<file path="config.mk">
export PLATFORM = sky130hd
export DESIGN_NAME = vsg_select_vdriver_decode
export DESIGN_NICKNAME = d
export VERILOG_FILES = /design/src/shared/vsg_pkg.sv /design/src/shared/drv_if.sv /design/src/hw/vdrv_level_decode.sv /design/src/hw/vsg_select_vdriver_decode.sv
export SDC_FILE = /design/constraint.sdc
export NUM_CORES = 1
export LEC_CHECK = 0
export ABC_AREA = 1
export BUFFER_PORTS_ARGS = -buffer_cell sky130_fd_sc_hd__buf_4
export CAP_MARGIN = 20
export CORE_ASPECT_RATIO = 0.9
export CORE_MARGIN = 2
export CORE_UTILIZATION = 50
export DETAILED_ROUTE_END_ITERATION = 10
export PLACE_DENSITY = 0.68
export RECOVER_POWER = 25
export SYNTH_ARGS = -nofsm -noshare
export SYNTH_HDL_FRONTEND = slang
export SYNTH_SLANG_ARGS = --single-unit
</file>
<file path="constraint.sdc">
create_clock -name CLK -period 7.35 [get_ports CLK]
set_input_delay 1.47 -clock CLK [delete_from_list [all_inputs] [get_ports CLK]]
set_output_delay 1.47 -clock CLK [all_outputs]
set_load 0.01 [all_outputs]
</file>
<file path="src/shared/vsg_pkg.sv">
// Constants, register map and drive-level encoding for the sensor-gate
// assignment and vertical-driver decode block.
// Assumes a 32-bit APB register bus with byte addresses.
package vsg_pkg;

    localparam int NUM_CHAN  = 24;
    localparam int LINE_W    = 13;
    localparam int PIX_W     = 13;
    localparam int ADDR_W    = 8;
    localparam int NUM_OUT   = 10;
    localparam int NUM_THREE = 9;

    // Register byte offsets
    localparam logic [ADDR_W-1:0] OFS_SELECT     = 8'h1C;
    localparam logic [ADDR_W-1:0] OFS_PAIR       = 8'h20;
    localparam logic [ADDR_W-1:0] OFS_MASK       = 8'h24;
    localparam logic [ADDR_W-1:0] OFS_LINE_FIRST = 8'h28;
    localparam logic [ADDR_W-1:0] OFS_LINE_SECND = 8'h2C;
    localparam logic [ADDR_W-1:0] OFS_CHAN_STATE = 8'h30;

    // Values after reset
    localparam logic [NUM_CHAN-1:0] RST_SELECT     = 24'h000000;
    localparam logic [NUM_CHAN-1:0] RST_PAIR       = 24'h000000;
    localparam logic [NUM_CHAN-1:0] RST_MASK       = 24'h000000;
    localparam logic [LINE_W-1:0]   RST_LINE_FIRST = 13'h0000;
    localparam logic [LINE_W-1:0]   RST_LINE_SECND = 13'h1FFF;

    // Fixed wiring: three-level output k is gated by channel GATE_BASE+k (0-based)
    localparam int GATE_BASE  = 15;
    localparam int PHASE7_CH  = 6;
    localparam int XFER_IDX [NUM_THREE] = '{0, 0, 1, 1, 2, 2, 3, 4, 5};

    typedef enum logic [2:0] {
        drive_level_high   = 3'b001,
        drive_level_middle = 3'b010,
        drive_level_low    = 3'b100
    } drive_level_e;

endpackage

</file>
<file path="src/shared/drv_if.sv">
// Carrier between the channel stage and the level decoder.
// Assumes both ends sit in the same clock domain.
`timescale 1ns/1ps
`default_nettype none
interface drv_if;
    import vsg_pkg::*;

    logic [NUM_CHAN-1:0] chan;
    drive_level_e        level [NUM_OUT];

    modport src (output chan, input level);
    modport dec (input chan, output level);
endinterface
`default_nettype wire

</file>
<file path="src/hw/vdrv_level_decode.sv">
// Fixed decode of channel pairs onto three-level and two-level driver codes.
// Purely combinational; the caller registers the result.
`timescale 1ns/1ps
`default_nettype none
module vdrv_level_decode
    import vsg_pkg::*;
(
    // Channel vector in, levels out
    drv_if.dec drv
);

    function automatic drive_level_e level3(input logic xfer, input logic gate);
        if (xfer) begin
            return drive_level_low;
        end
        return gate ? drive_level_middle : drive_level_high;
    endfunction

    function automatic drive_level_e level2(input logic xfer);
        return xfer ? drive_level_low : drive_level_middle;
    endfunction

    // Phases 1..6: pairs A/B for 1..3, single for 4..6
    for (genvar k = 0; k < NUM_THREE; k++) begin : g_three
        assign drv.level[k] = level3(drv.chan[XFER_IDX[k]], drv.chan[GATE_BASE+k]); // [RULE_07]
    end

    assign drv.level[NUM_OUT-1] = level2(drv.chan[PHASE7_CH]); // [RULE_12]

endmodule
`default_nettype wire

</file>
<file path="src/hw/vsg_select_vdriver_decode.sv">
// Sensor-gate pulse assignment per timing channel and vertical-driver
// level decode, with an APB register slave.
// Assumes line/pixel counters, toggle positions, start polarities and the
// ordinary transfer pulses come from the pattern generator on CLK.
//
// What this block does
// [RULE_01] Select bit turns channel into sensor-gate pulse
// [RULE_02] Pair bit picks toggles one/two or three/four
// [RULE_03] Mask bit suppresses that channel's gate pulse
// [RULE_04] First line number places the gate pulses
// [RULE_05] Second line repeats pulses; software disables
// [RULE_06] Pulse from polarity, two edges, active line
// [RULE_07] Three-level decode: low/low high, gate middle
// [RULE_08] Phase one pair: channel 1, gates 16/17
// [RULE_09] Phase two pair: channel 2, gates 18/19
// [RULE_10] Phase three pair: channel 3, gates 20/21
// [RULE_11] Phases four-six: channels 4-6, gates 22-24
// [RULE_12] Phase seven two-level from channel 7 only
// [RULE_13] Software programs select to channels 16-24
// [RULE_14] Masked gate channel holds start polarity
//
// Chosen here: register access over APB.
`timescale 1ns/1ps
`default_nettype none
module vsg_select_vdriver_decode
    import vsg_pkg::*;
(
    // Clock, reset, enable
    input  wire  logic                CLK,
    input  wire  logic                RST_N,
    input  wire  logic                CE,
    // APB slave
    input  wire  logic                PSEL,
    input  wire  logic                PENABLE,
    input  wire  logic                PWRITE,
    input  wire  logic [ADDR_W-1:0]   PADDR,
    input  wire  logic [31:0]         PWDATA,
    output logic       [31:0]         PRDATA,
    output logic                      PREADY,
    output logic                      PSLVERR,
    // Field timing from the pattern generator
    input  wire  logic [LINE_W-1:0]   LINE_NUM,
    input  wire  logic [PIX_W-1:0]    PIXEL_NUM,
    input  wire  logic [NUM_CHAN-1:0] VERTICAL_TIMING_CHANNEL_IN,
    input  wire  logic [NUM_CHAN-1:0] START_POLARITY,
    input  wire  logic [PIX_W-1:0]    TOGGLE_POSITION_ONE,
    input  wire  logic [PIX_W-1:0]    TOGGLE_POSITION_TWO,
    input  wire  logic [PIX_W-1:0]    TOGGLE_POSITION_THREE,
    input  wire  logic [PIX_W-1:0]    TOGGLE_POSITION_FOUR,
    // Driver level codes toward the electrodes
    output var   drive_level_e        PHASE1_OUT_A,
    output var   drive_level_e        PHASE1_OUT_B,
    output var   drive_level_e        PHASE2_OUT_A,
    output var   drive_level_e        PHASE2_OUT_B,
    output var   drive_level_e        PHASE3_OUT_A,
    output var   drive_level_e        PHASE3_OUT_B,
    output var   drive_level_e        PHASE4_OUT,
    output var   drive_level_e        PHASE5_OUT,
    output var   drive_level_e        PHASE6_OUT,
    output var   drive_level_e        PHASE7_OUT
);

    // Reset release through two flops
    logic                rst_meta_reg;
    logic                rst_n_sync;

    always_ff @(posedge CLK or negedge RST_N) begin
        if (!RST_N) begin
            rst_meta_reg <= 1'b0;
            rst_n_sync   <= 1'b0;
        end else if (CE) begin
            rst_meta_reg <= 1'b1;
            rst_n_sync   <= rst_meta_reg;
        end
    end

    // Registers
    logic [NUM_CHAN-1:0] select_reg;
    logic [NUM_CHAN-1:0] pair_reg;
    logic [NUM_CHAN-1:0] mask_reg;
    logic [LINE_W-1:0]   line_first_reg;
    logic [LINE_W-1:0]   line_secnd_reg;
    logic [NUM_CHAN-1:0] chan_reg;
    logic [NUM_CHAN-1:0] chan_next;
    logic [31:0]         prdata_reg;
    logic                pready_reg;
    logic                pslverr_reg;
    drive_level_e        level_reg [NUM_OUT];

    // APB decode
    wire                 apb_access = PSEL & PENABLE;
    wire                 apb_first  = apb_access & ~pready_reg;
    wire                 apb_take   = apb_access & pready_reg;
    wire                 hit_select = (PADDR == OFS_SELECT);
    wire                 hit_pair   = (PADDR == OFS_PAIR);
    wire                 hit_mask   = (PADDR == OFS_MASK);
    wire                 hit_line1  = (PADDR == OFS_LINE_FIRST);
    wire                 hit_line2  = (PADDR == OFS_LINE_SECND);
    wire                 hit_state  = (PADDR == OFS_CHAN_STATE);
    wire                 hit_any    = hit_select | hit_pair | hit_mask | hit_line1 | hit_line2 | hit_state;
    wire                 wr_take    = apb_take & PWRITE & ~pslverr_reg;
    wire [31:0]          rd_mux     = hit_select ? {8'h00, select_reg} :
                                      hit_pair   ? {8'h00, pair_reg} :
                                      hit_mask   ? {8'h00, mask_reg} :
                                      hit_line1  ? {19'h00000, line_first_reg} :
                                      hit_line2  ? {19'h00000, line_secnd_reg} :
                                      hit_state  ? {8'h00, chan_reg} : 32'h00000000;

    // One wait state: data and status are ready on the second access cycle
    always_ff @(posedge CLK or negedge rst_n_sync) begin
        if (!rst_n_sync) begin
            pready_reg  <= 1'b0;
            pslverr_reg <= 1'b0;
            prdata_reg  <= 32'h00000000;
        end else if (CE) begin
            pready_reg  <= apb_first;
            pslverr_reg <= apb_first & ~hit_any;
            if (apb_first && !PWRITE) begin
                prdata_reg <= rd_mux;
            end
        end
    end

    always_ff @(posedge CLK or negedge rst_n_sync) begin
        if (!rst_n_sync) begin
            select_reg     <= RST_SELECT;
            pair_reg       <= RST_PAIR;
            mask_reg       <= RST_MASK;
            line_first_reg <= RST_LINE_FIRST;
            line_secnd_reg <= RST_LINE_SECND;
        end else if (CE && wr_take) begin
            if (hit_select) begin
                select_reg <= PWDATA[NUM_CHAN-1:0]; // [RULE_01]
            end
            if (hit_pair) begin
                pair_reg <= PWDATA[NUM_CHAN-1:0]; // [RULE_02]
            end
            if (hit_mask) begin
                mask_reg <= PWDATA[NUM_CHAN-1:0]; // [RULE_03]
            end
            if (hit_line1) begin
                line_first_reg <= PWDATA[LINE_W-1:0]; // [RULE_04]
            end
            if (hit_line2) begin
                line_secnd_reg <= PWDATA[LINE_W-1:0]; // [RULE_05]
            end
        end
    end

    assign PRDATA  = prdata_reg;
    assign PREADY  = pready_reg;
    assign PSLVERR = pslverr_reg;

    // Channel stage
    function automatic logic [PIX_W-1:0] pick_edge(input logic sel,
                                                   input logic [PIX_W-1:0] a,
                                                   input logic [PIX_W-1:0] b);
        return sel ? b : a;
    endfunction

    wire                 on_line_first = (LINE_NUM == line_first_reg); // [RULE_04]
    wire                 on_line_secnd = (LINE_NUM == line_secnd_reg); // [RULE_05]
    wire                 active_line   = on_line_first | on_line_secnd;

    for (genvar i = 0; i < NUM_CHAN; i++) begin : g_chan
        wire [PIX_W-1:0] edge_a   = pick_edge(pair_reg[i], TOGGLE_POSITION_ONE, TOGGLE_POSITION_THREE); // [RULE_02]
        wire [PIX_W-1:0] edge_b   = pick_edge(pair_reg[i], TOGGLE_POSITION_TWO, TOGGLE_POSITION_FOUR);
        wire             in_win   = (PIXEL_NUM >= edge_a) && (PIXEL_NUM < edge_b);
        wire             fire     = active_line & ~mask_reg[i]; // [RULE_03] [RULE_14]
        wire             gate_val = START_POLARITY[i] ^ (fire & in_win); // [RULE_06]
        assign chan_next[i] = select_reg[i] ? gate_val : VERTICAL_TIMING_CHANNEL_IN[i]; // [RULE_01]
    end

    always_ff @(posedge CLK or negedge rst_n_sync) begin
        if (!rst_n_sync) begin
            chan_reg <= '0;
        end else if (CE) begin
            chan_reg <= chan_next;
        end
    end

    // Level decode and output registers
    drv_if drv ();

    assign drv.chan = chan_reg;

    vdrv_level_decode u_decode (
        .drv (drv.dec)
    );

    for (genvar k = 0; k < NUM_OUT; k++) begin : g_out
        always_ff @(posedge CLK or negedge rst_n_sync) begin
            if (!rst_n_sync) begin
                level_reg[k] <= drive_level_high;
            end else if (CE) begin
                level_reg[k] <= drv.level[k];
            end
        end
    end

    assign PHASE1_OUT_A = level_reg[0]; // [RULE_08]
    assign PHASE1_OUT_B = level_reg[1]; // [RULE_08]
    assign PHASE2_OUT_A = level_reg[2]; // [RULE_09]
    assign PHASE2_OUT_B = level_reg[3]; // [RULE_09]
    assign PHASE3_OUT_A = level_reg[4]; // [RULE_10]
    assign PHASE3_OUT_B = level_reg[5]; // [RULE_10]
    assign PHASE4_OUT   = level_reg[6]; // [RULE_11]
    assign PHASE5_OUT   = level_reg[7]; // [RULE_11]
    assign PHASE6_OUT   = level_reg[8]; // [RULE_11]
    assign PHASE7_OUT   = level_reg[9]; // [RULE_12]
endmodule
`default_nettype wire

</file>
# Word level (Yosys, flattened, before mapping)
# Index checks and enable logic that the tools add are counted.
[word_totals]
regBits = 188
elab_cells = 330
[classes]
magnitude_cmp = 48
eq_ne = 8
n_mux = 109
bitwise = 111
n_reduce_logical = 33
[ops]
columns = ["operator", "count"]
rows = [
  ["2-to-1 mux 13 bit", 48],
  [">= comparator 13 bit", 24],
  ["< comparator 13 bit", 24],
  ["2-to-1 mux 24 bit", 6],
  ["AND 1 bit", 54],
  ["2-to-1 mux 3 bit", 16],
  ["== test 8 x 6 -> 1 bit (second input constant)", 5],
  ["2-to-1 mux 1 bit", 30],
  ["inverter 1 bit", 27],
  ["== test 13 bit", 2],
  ["logical AND 1 bit", 26],
  ["XOR 1 bit", 24],
  ["2-to-1 mux 2 bit", 9],
  ["AND reduction 2 bit", 6],
  ["== test 8 x 5 -> 1 bit (second input constant)", 1],
  ["OR 1 bit", 6],
  ["logical NOT 1 bit", 1],
]

# Longest topological paths before layout
[logic_depth]
ltp_word = 8
ltp_mapped = 19
depth_no_buf = 18

# Modules after synthesis
# A second synthesis with hierarchy kept.
[hier_totals]
hier_cells = 4982
hier_area_um2 = 30033.8
[modules_own_cells]
columns = ["module", "instances", "cells_per_inst", "area_per_inst_um2", "seq_area_each_um2"]
rows = [
  ["vsg_select_vdriver_decode", 1, 4942, 29842.4, 4533.1],
  ["vdrv_level_decode", 1, 40, 191.4, 0.0],
]

# Least setup slack after synthesis
# No wires, ideal clock.
[synth_timing]
kind = "register to register"
startpoint = "register, netlist name rst_n_sync"
endpoint = "register rst_n_sync"
arrival_time_ns = 4.332
required_ns = 7.269
path_slack_ns = 2.937
path_stages_with_launch = 3
period_less_slack_ns = 4.413
path_cell_list = "dfrtp_1 > nand2_1 > nand2_1"
[synth_lines]
columns = ["element", "line", "rtl"]
rows = [
  ["to (signal assigned)", "vsg_select_vdriver_decode.sv:73", "rst_n_sync <= rst_meta_reg;"],
  ["to (decl)", "vsg_select_vdriver_decode.sv:65", "logic rst_n_sync;"],
]

# Worst setup path in the final report
[layout_timing]
startpoint = "input TOGGLE_POSITION_ONE[0]"
endpoint = "register chan_reg[17]"
[layout_via]
elab_chain_cells = 6
[layout_rtl]
columns = ["element", "line", "rtl"]
rows = [
  ["from (decl)", "vsg_select_vdriver_decode.sv:46", "input wire logic [PIX_W-1:0] TOGGLE_POSITION_ONE,"],
  ["2-to-1 mux 13 bit", "vsg_select_vdriver_decode.sv:158", "return sel ? b : a;"],
  [">= comparator 13 bit", "vsg_select_vdriver_decode.sv:168", "wire in_win = (PIXEL_NUM >= edge_a) && (PIXEL_NUM < edge_b);"],
  ["logical AND 1 bit", "vsg_select_vdriver_decode.sv:168", ""],
  ["AND 1 bit", "vsg_select_vdriver_decode.sv:170", "wire gate_val = START_POLARITY[i] ^ (fire & in_win);"],
  ["XOR 1 bit", "vsg_select_vdriver_decode.sv:170", ""],
  ["2-to-1 mux 1 bit", "vsg_select_vdriver_decode.sv:171", "assign chan_next[i] = select_reg[i] ? gate_val : VERTICAL_TIMING_CHANNEL_IN[i];"],
  ["to (signal assigned)", "vsg_select_vdriver_decode.sv:178", "chan_reg <= chan_next;"],
  ["to (decl)", "vsg_select_vdriver_decode.sv:83", "logic [NUM_CHAN-1:0] chan_reg;"],
]
# No other way between the ends.
# A chain may end at the register's enable or synchronous reset.

==> impl_results.md <==
- Maximum Capacitance Violations: 1
- Post-Layout Cell Count: 5,676
- RR Startpoint: rst_n_sync$_DFFE_PN0P_
- Num CTS Buffers: 17
- IO Count: 236
- Status: finished, violations left
- Setup slack after layout: 3780 ps
- Synth area leader: ha_1
- TritonCTS clock tree: done
- Power density over the cells: 104 nW/um^2
- Core Util, Final: 0.546
- Worst-skew pair later-pin latency: 450 ps
- CP Data Arrival Time: 3910 ps
- Setup TNS: 0 ps
- Register area share after synthesis: 0.151
- DR vias/cell: 5.46
- Total leakage power: 15.6 nW
- Fin nets: 5,659
- Number of global-route vias before repair: 27,800
- Top post-synthesis cells by area: ha_1, nand2_1, dfrtp_1, o21ai_0, inv_1
- Resized cells post-CTS: 0
- Req. time, crit path: 7690 ps
- Initial Util: 0.507
- Hpwl dp: 65.1 mm
- Gpl congestion: 0.921
- Cells after DPL: 5,640
- WL per Instance: 17.3 um
- Clock Skew: 17.7 ps
- Most common cell in the synthesized netlist: nand2_1
- Crit-path max FO: 24
- CTS clock-pin slew for the worst setup and hold paths: 70 ps
- Min-Delay Path Class: reg -> reg
- # clock sinks: 177
- VDD IR-drop max: 0.138 mV
- Drt pass-1 iters: 5
- Crit start category: primary input
- Worst Reg-to-Reg Cells: 3
- Synth async-reset ratio: 1.00
- Initial antenna violation count: 2
- Synthesized cell area: 29,600 um^2
- Final slew viol count: 64
- Worst Tran Pin Value: 2590 ps
- Main synth FF type: dfrtp_1
- Fin crit share: 0.486
- Final min period: 3570 ps
- Syn Area/Cell: 6.04 um^2
- Setup crit start: TOGGLE_POSITION_ONE[0]
- IO buf count: 219
- Crit Path Category: in -> reg
- Hold Vio Cnt, Final: 0
- DRT antenna net count: 0
- Tot GR Track Use: 0.315
- Via count: 31,000
- Initial DRC Count: 2,693
- CTS Root Cell: clkbuf_16
- Synth Warn #: 0
- Relative slew slack: -0.728
- Horiz. Die Dim: 260 um
- Postcts setup bufs: 0
- Fin Hold WS: 453 ps
- Cts hold-fix bufs: 0
- Fmax: 280 MHz
- Area after DPL: 31,300 um^2
- Crit end category: register
- Share of the synthesized area in the top cell type: 0.254
- Worst slack at placement: 3300 ps
- Core ar.: 58,400 um^2
- Failing checks: capacitance limit, slew limit
- Worst Hold Path Cells: 2
- Core Rows: 84
- First-pass GRT wire length: 153 mm
- Mapped Cells: 4,902
- Largest net degree at the start of global routing: 76
- Total gr overflow: 0
- H-Tree Level Count: 4
- Yosys cell types: 38
- Commonest cells in the synthesized netlist: nand2_1, o21ai_0, ha_1
- Final Power: 3.31 mW
- Routed WL: 98.0 mm
- HP Start: PHASE7_OUT[0]$_DFFE_PN1P_
- Number of synthesized flops with an enable pin: 0
- # DRC: 0
- RSZ-0062 raised after global routing: no
- Finished Cell Area: 31,900 um^2
- Layout cells sized above 1: 0.0700
- Clock Tree Buf Depth: 2
- Die Height: 235 um
- Die area: 61,200 um^2
- Final setup fails: 0
- FF+latch count, synth: 177
- Layout area overhead: 7.78%
-- critical path, stage by stage --
cell and delay (ps):
buf_4 110, inv_1 750, o21ai_0 190, ha_1 330, nor2_1 40, o21ai_0 160
nand2_1 80, nand2_1 90, nand2_1 50, nand2_1 220, nand3_1 120, nand2_1 90
nand3_1 70, nand2_1 90, nand2_1 50
-- worst paths after layout --
check                           slack, ps                          to
worst min-delay path                  450   PHASE7_OUT[0]$_DFFE_PN1P_
worst min register to register        450   PHASE7_OUT[0]$_DFFE_PN1P_
worst max-delay path                 3780    chan_reg[17]$_DFFE_PN0P_
min in group asynchronous             800      rst_n_sync$_DFFE_PN0P_
max in group asynchronous            4430  select_reg[22]$_DFFE_PN0P_
worst max register to register       4140      rst_n_sync$_DFFE_PN0P_
-- cells by family (layout without fill, tap and decap cells) --
family	count (synthesis)	after routing	share of synthesized area
AO/OA/AOI/OAI	1058	1058	0.184
XOR/XNOR	2	2	0.000592
adder cells (fa/ha/maj)	600	600	0.254
buffers and inverters	679	670	0.0908
flip-flops	177	177	0.151
other	1	10	0.000127
AND/OR/NAND/NOR	2385	2385	0.321
-- placed cells by master (no fill, tap or decap), types with 2 or more instances in the layout --
cell and n:
nand2_1 1764, o21ai_0 718, ha_1 600, inv_1 367, nor2_1 356, buf_4 257, a21oi_1 216, dfrtp_1 154
nand3_1 136, o21ai_1 65, nand4_1 64, nor3_1 30, a21o_1 29, dfstp_2 23, clkbuf_16 17, a31oi_1 11
nor3b_1 11, nand3b_1 9, inv_2 8, conb_1 8, o21bai_1 7, inv_6 6, o21a_1 5, nand2_2 5
o21ai_2 4, nor3_4 3, clkinvlp_4 3, diode_2 2, nor2_2 2, xnor2_1 2, clkinv_2 2, inv_8 2
clkinv_4 2, clkbuf_1 2, buf_8 2, buf_16 2
-- report_power, final --
part	leakage, nW	switching [mW]	total (mW)	internal (mW)
Sequential	2.28	0.0429	1.07	1.02
Clock	0.265	0.438	0.882	0.443
Combinational	13.0	0.865	1.36	0.493
Total	15.6	1.35	3.31	1.96
-- routing by layer --
metal / track usage / share of wire / vias to the layer above
met4: 0.0965 / 0.032 / 0
met1: 0.438 / 0.45 / 13800
met5: 0 / 0 / -
li1: - / - / 16100
met2: 0.509 / 0.45 / 965
met3: 0.0341 / 0.072 / 131
-- layout make-up --
type / instances / area, um^2
flip-flops and latches: 177 / 4460
repair buffers: 263 / 2020
fillers: 5979 / 26500
multi-input cells: 4053 / 22500
clock inverters: 15 / 125
inverters: 375 / 1410
clock buffers: 17 / 425
diodes: 2 / 5.00
well taps: 774 / 968
(Power assumes the default switching activity.)
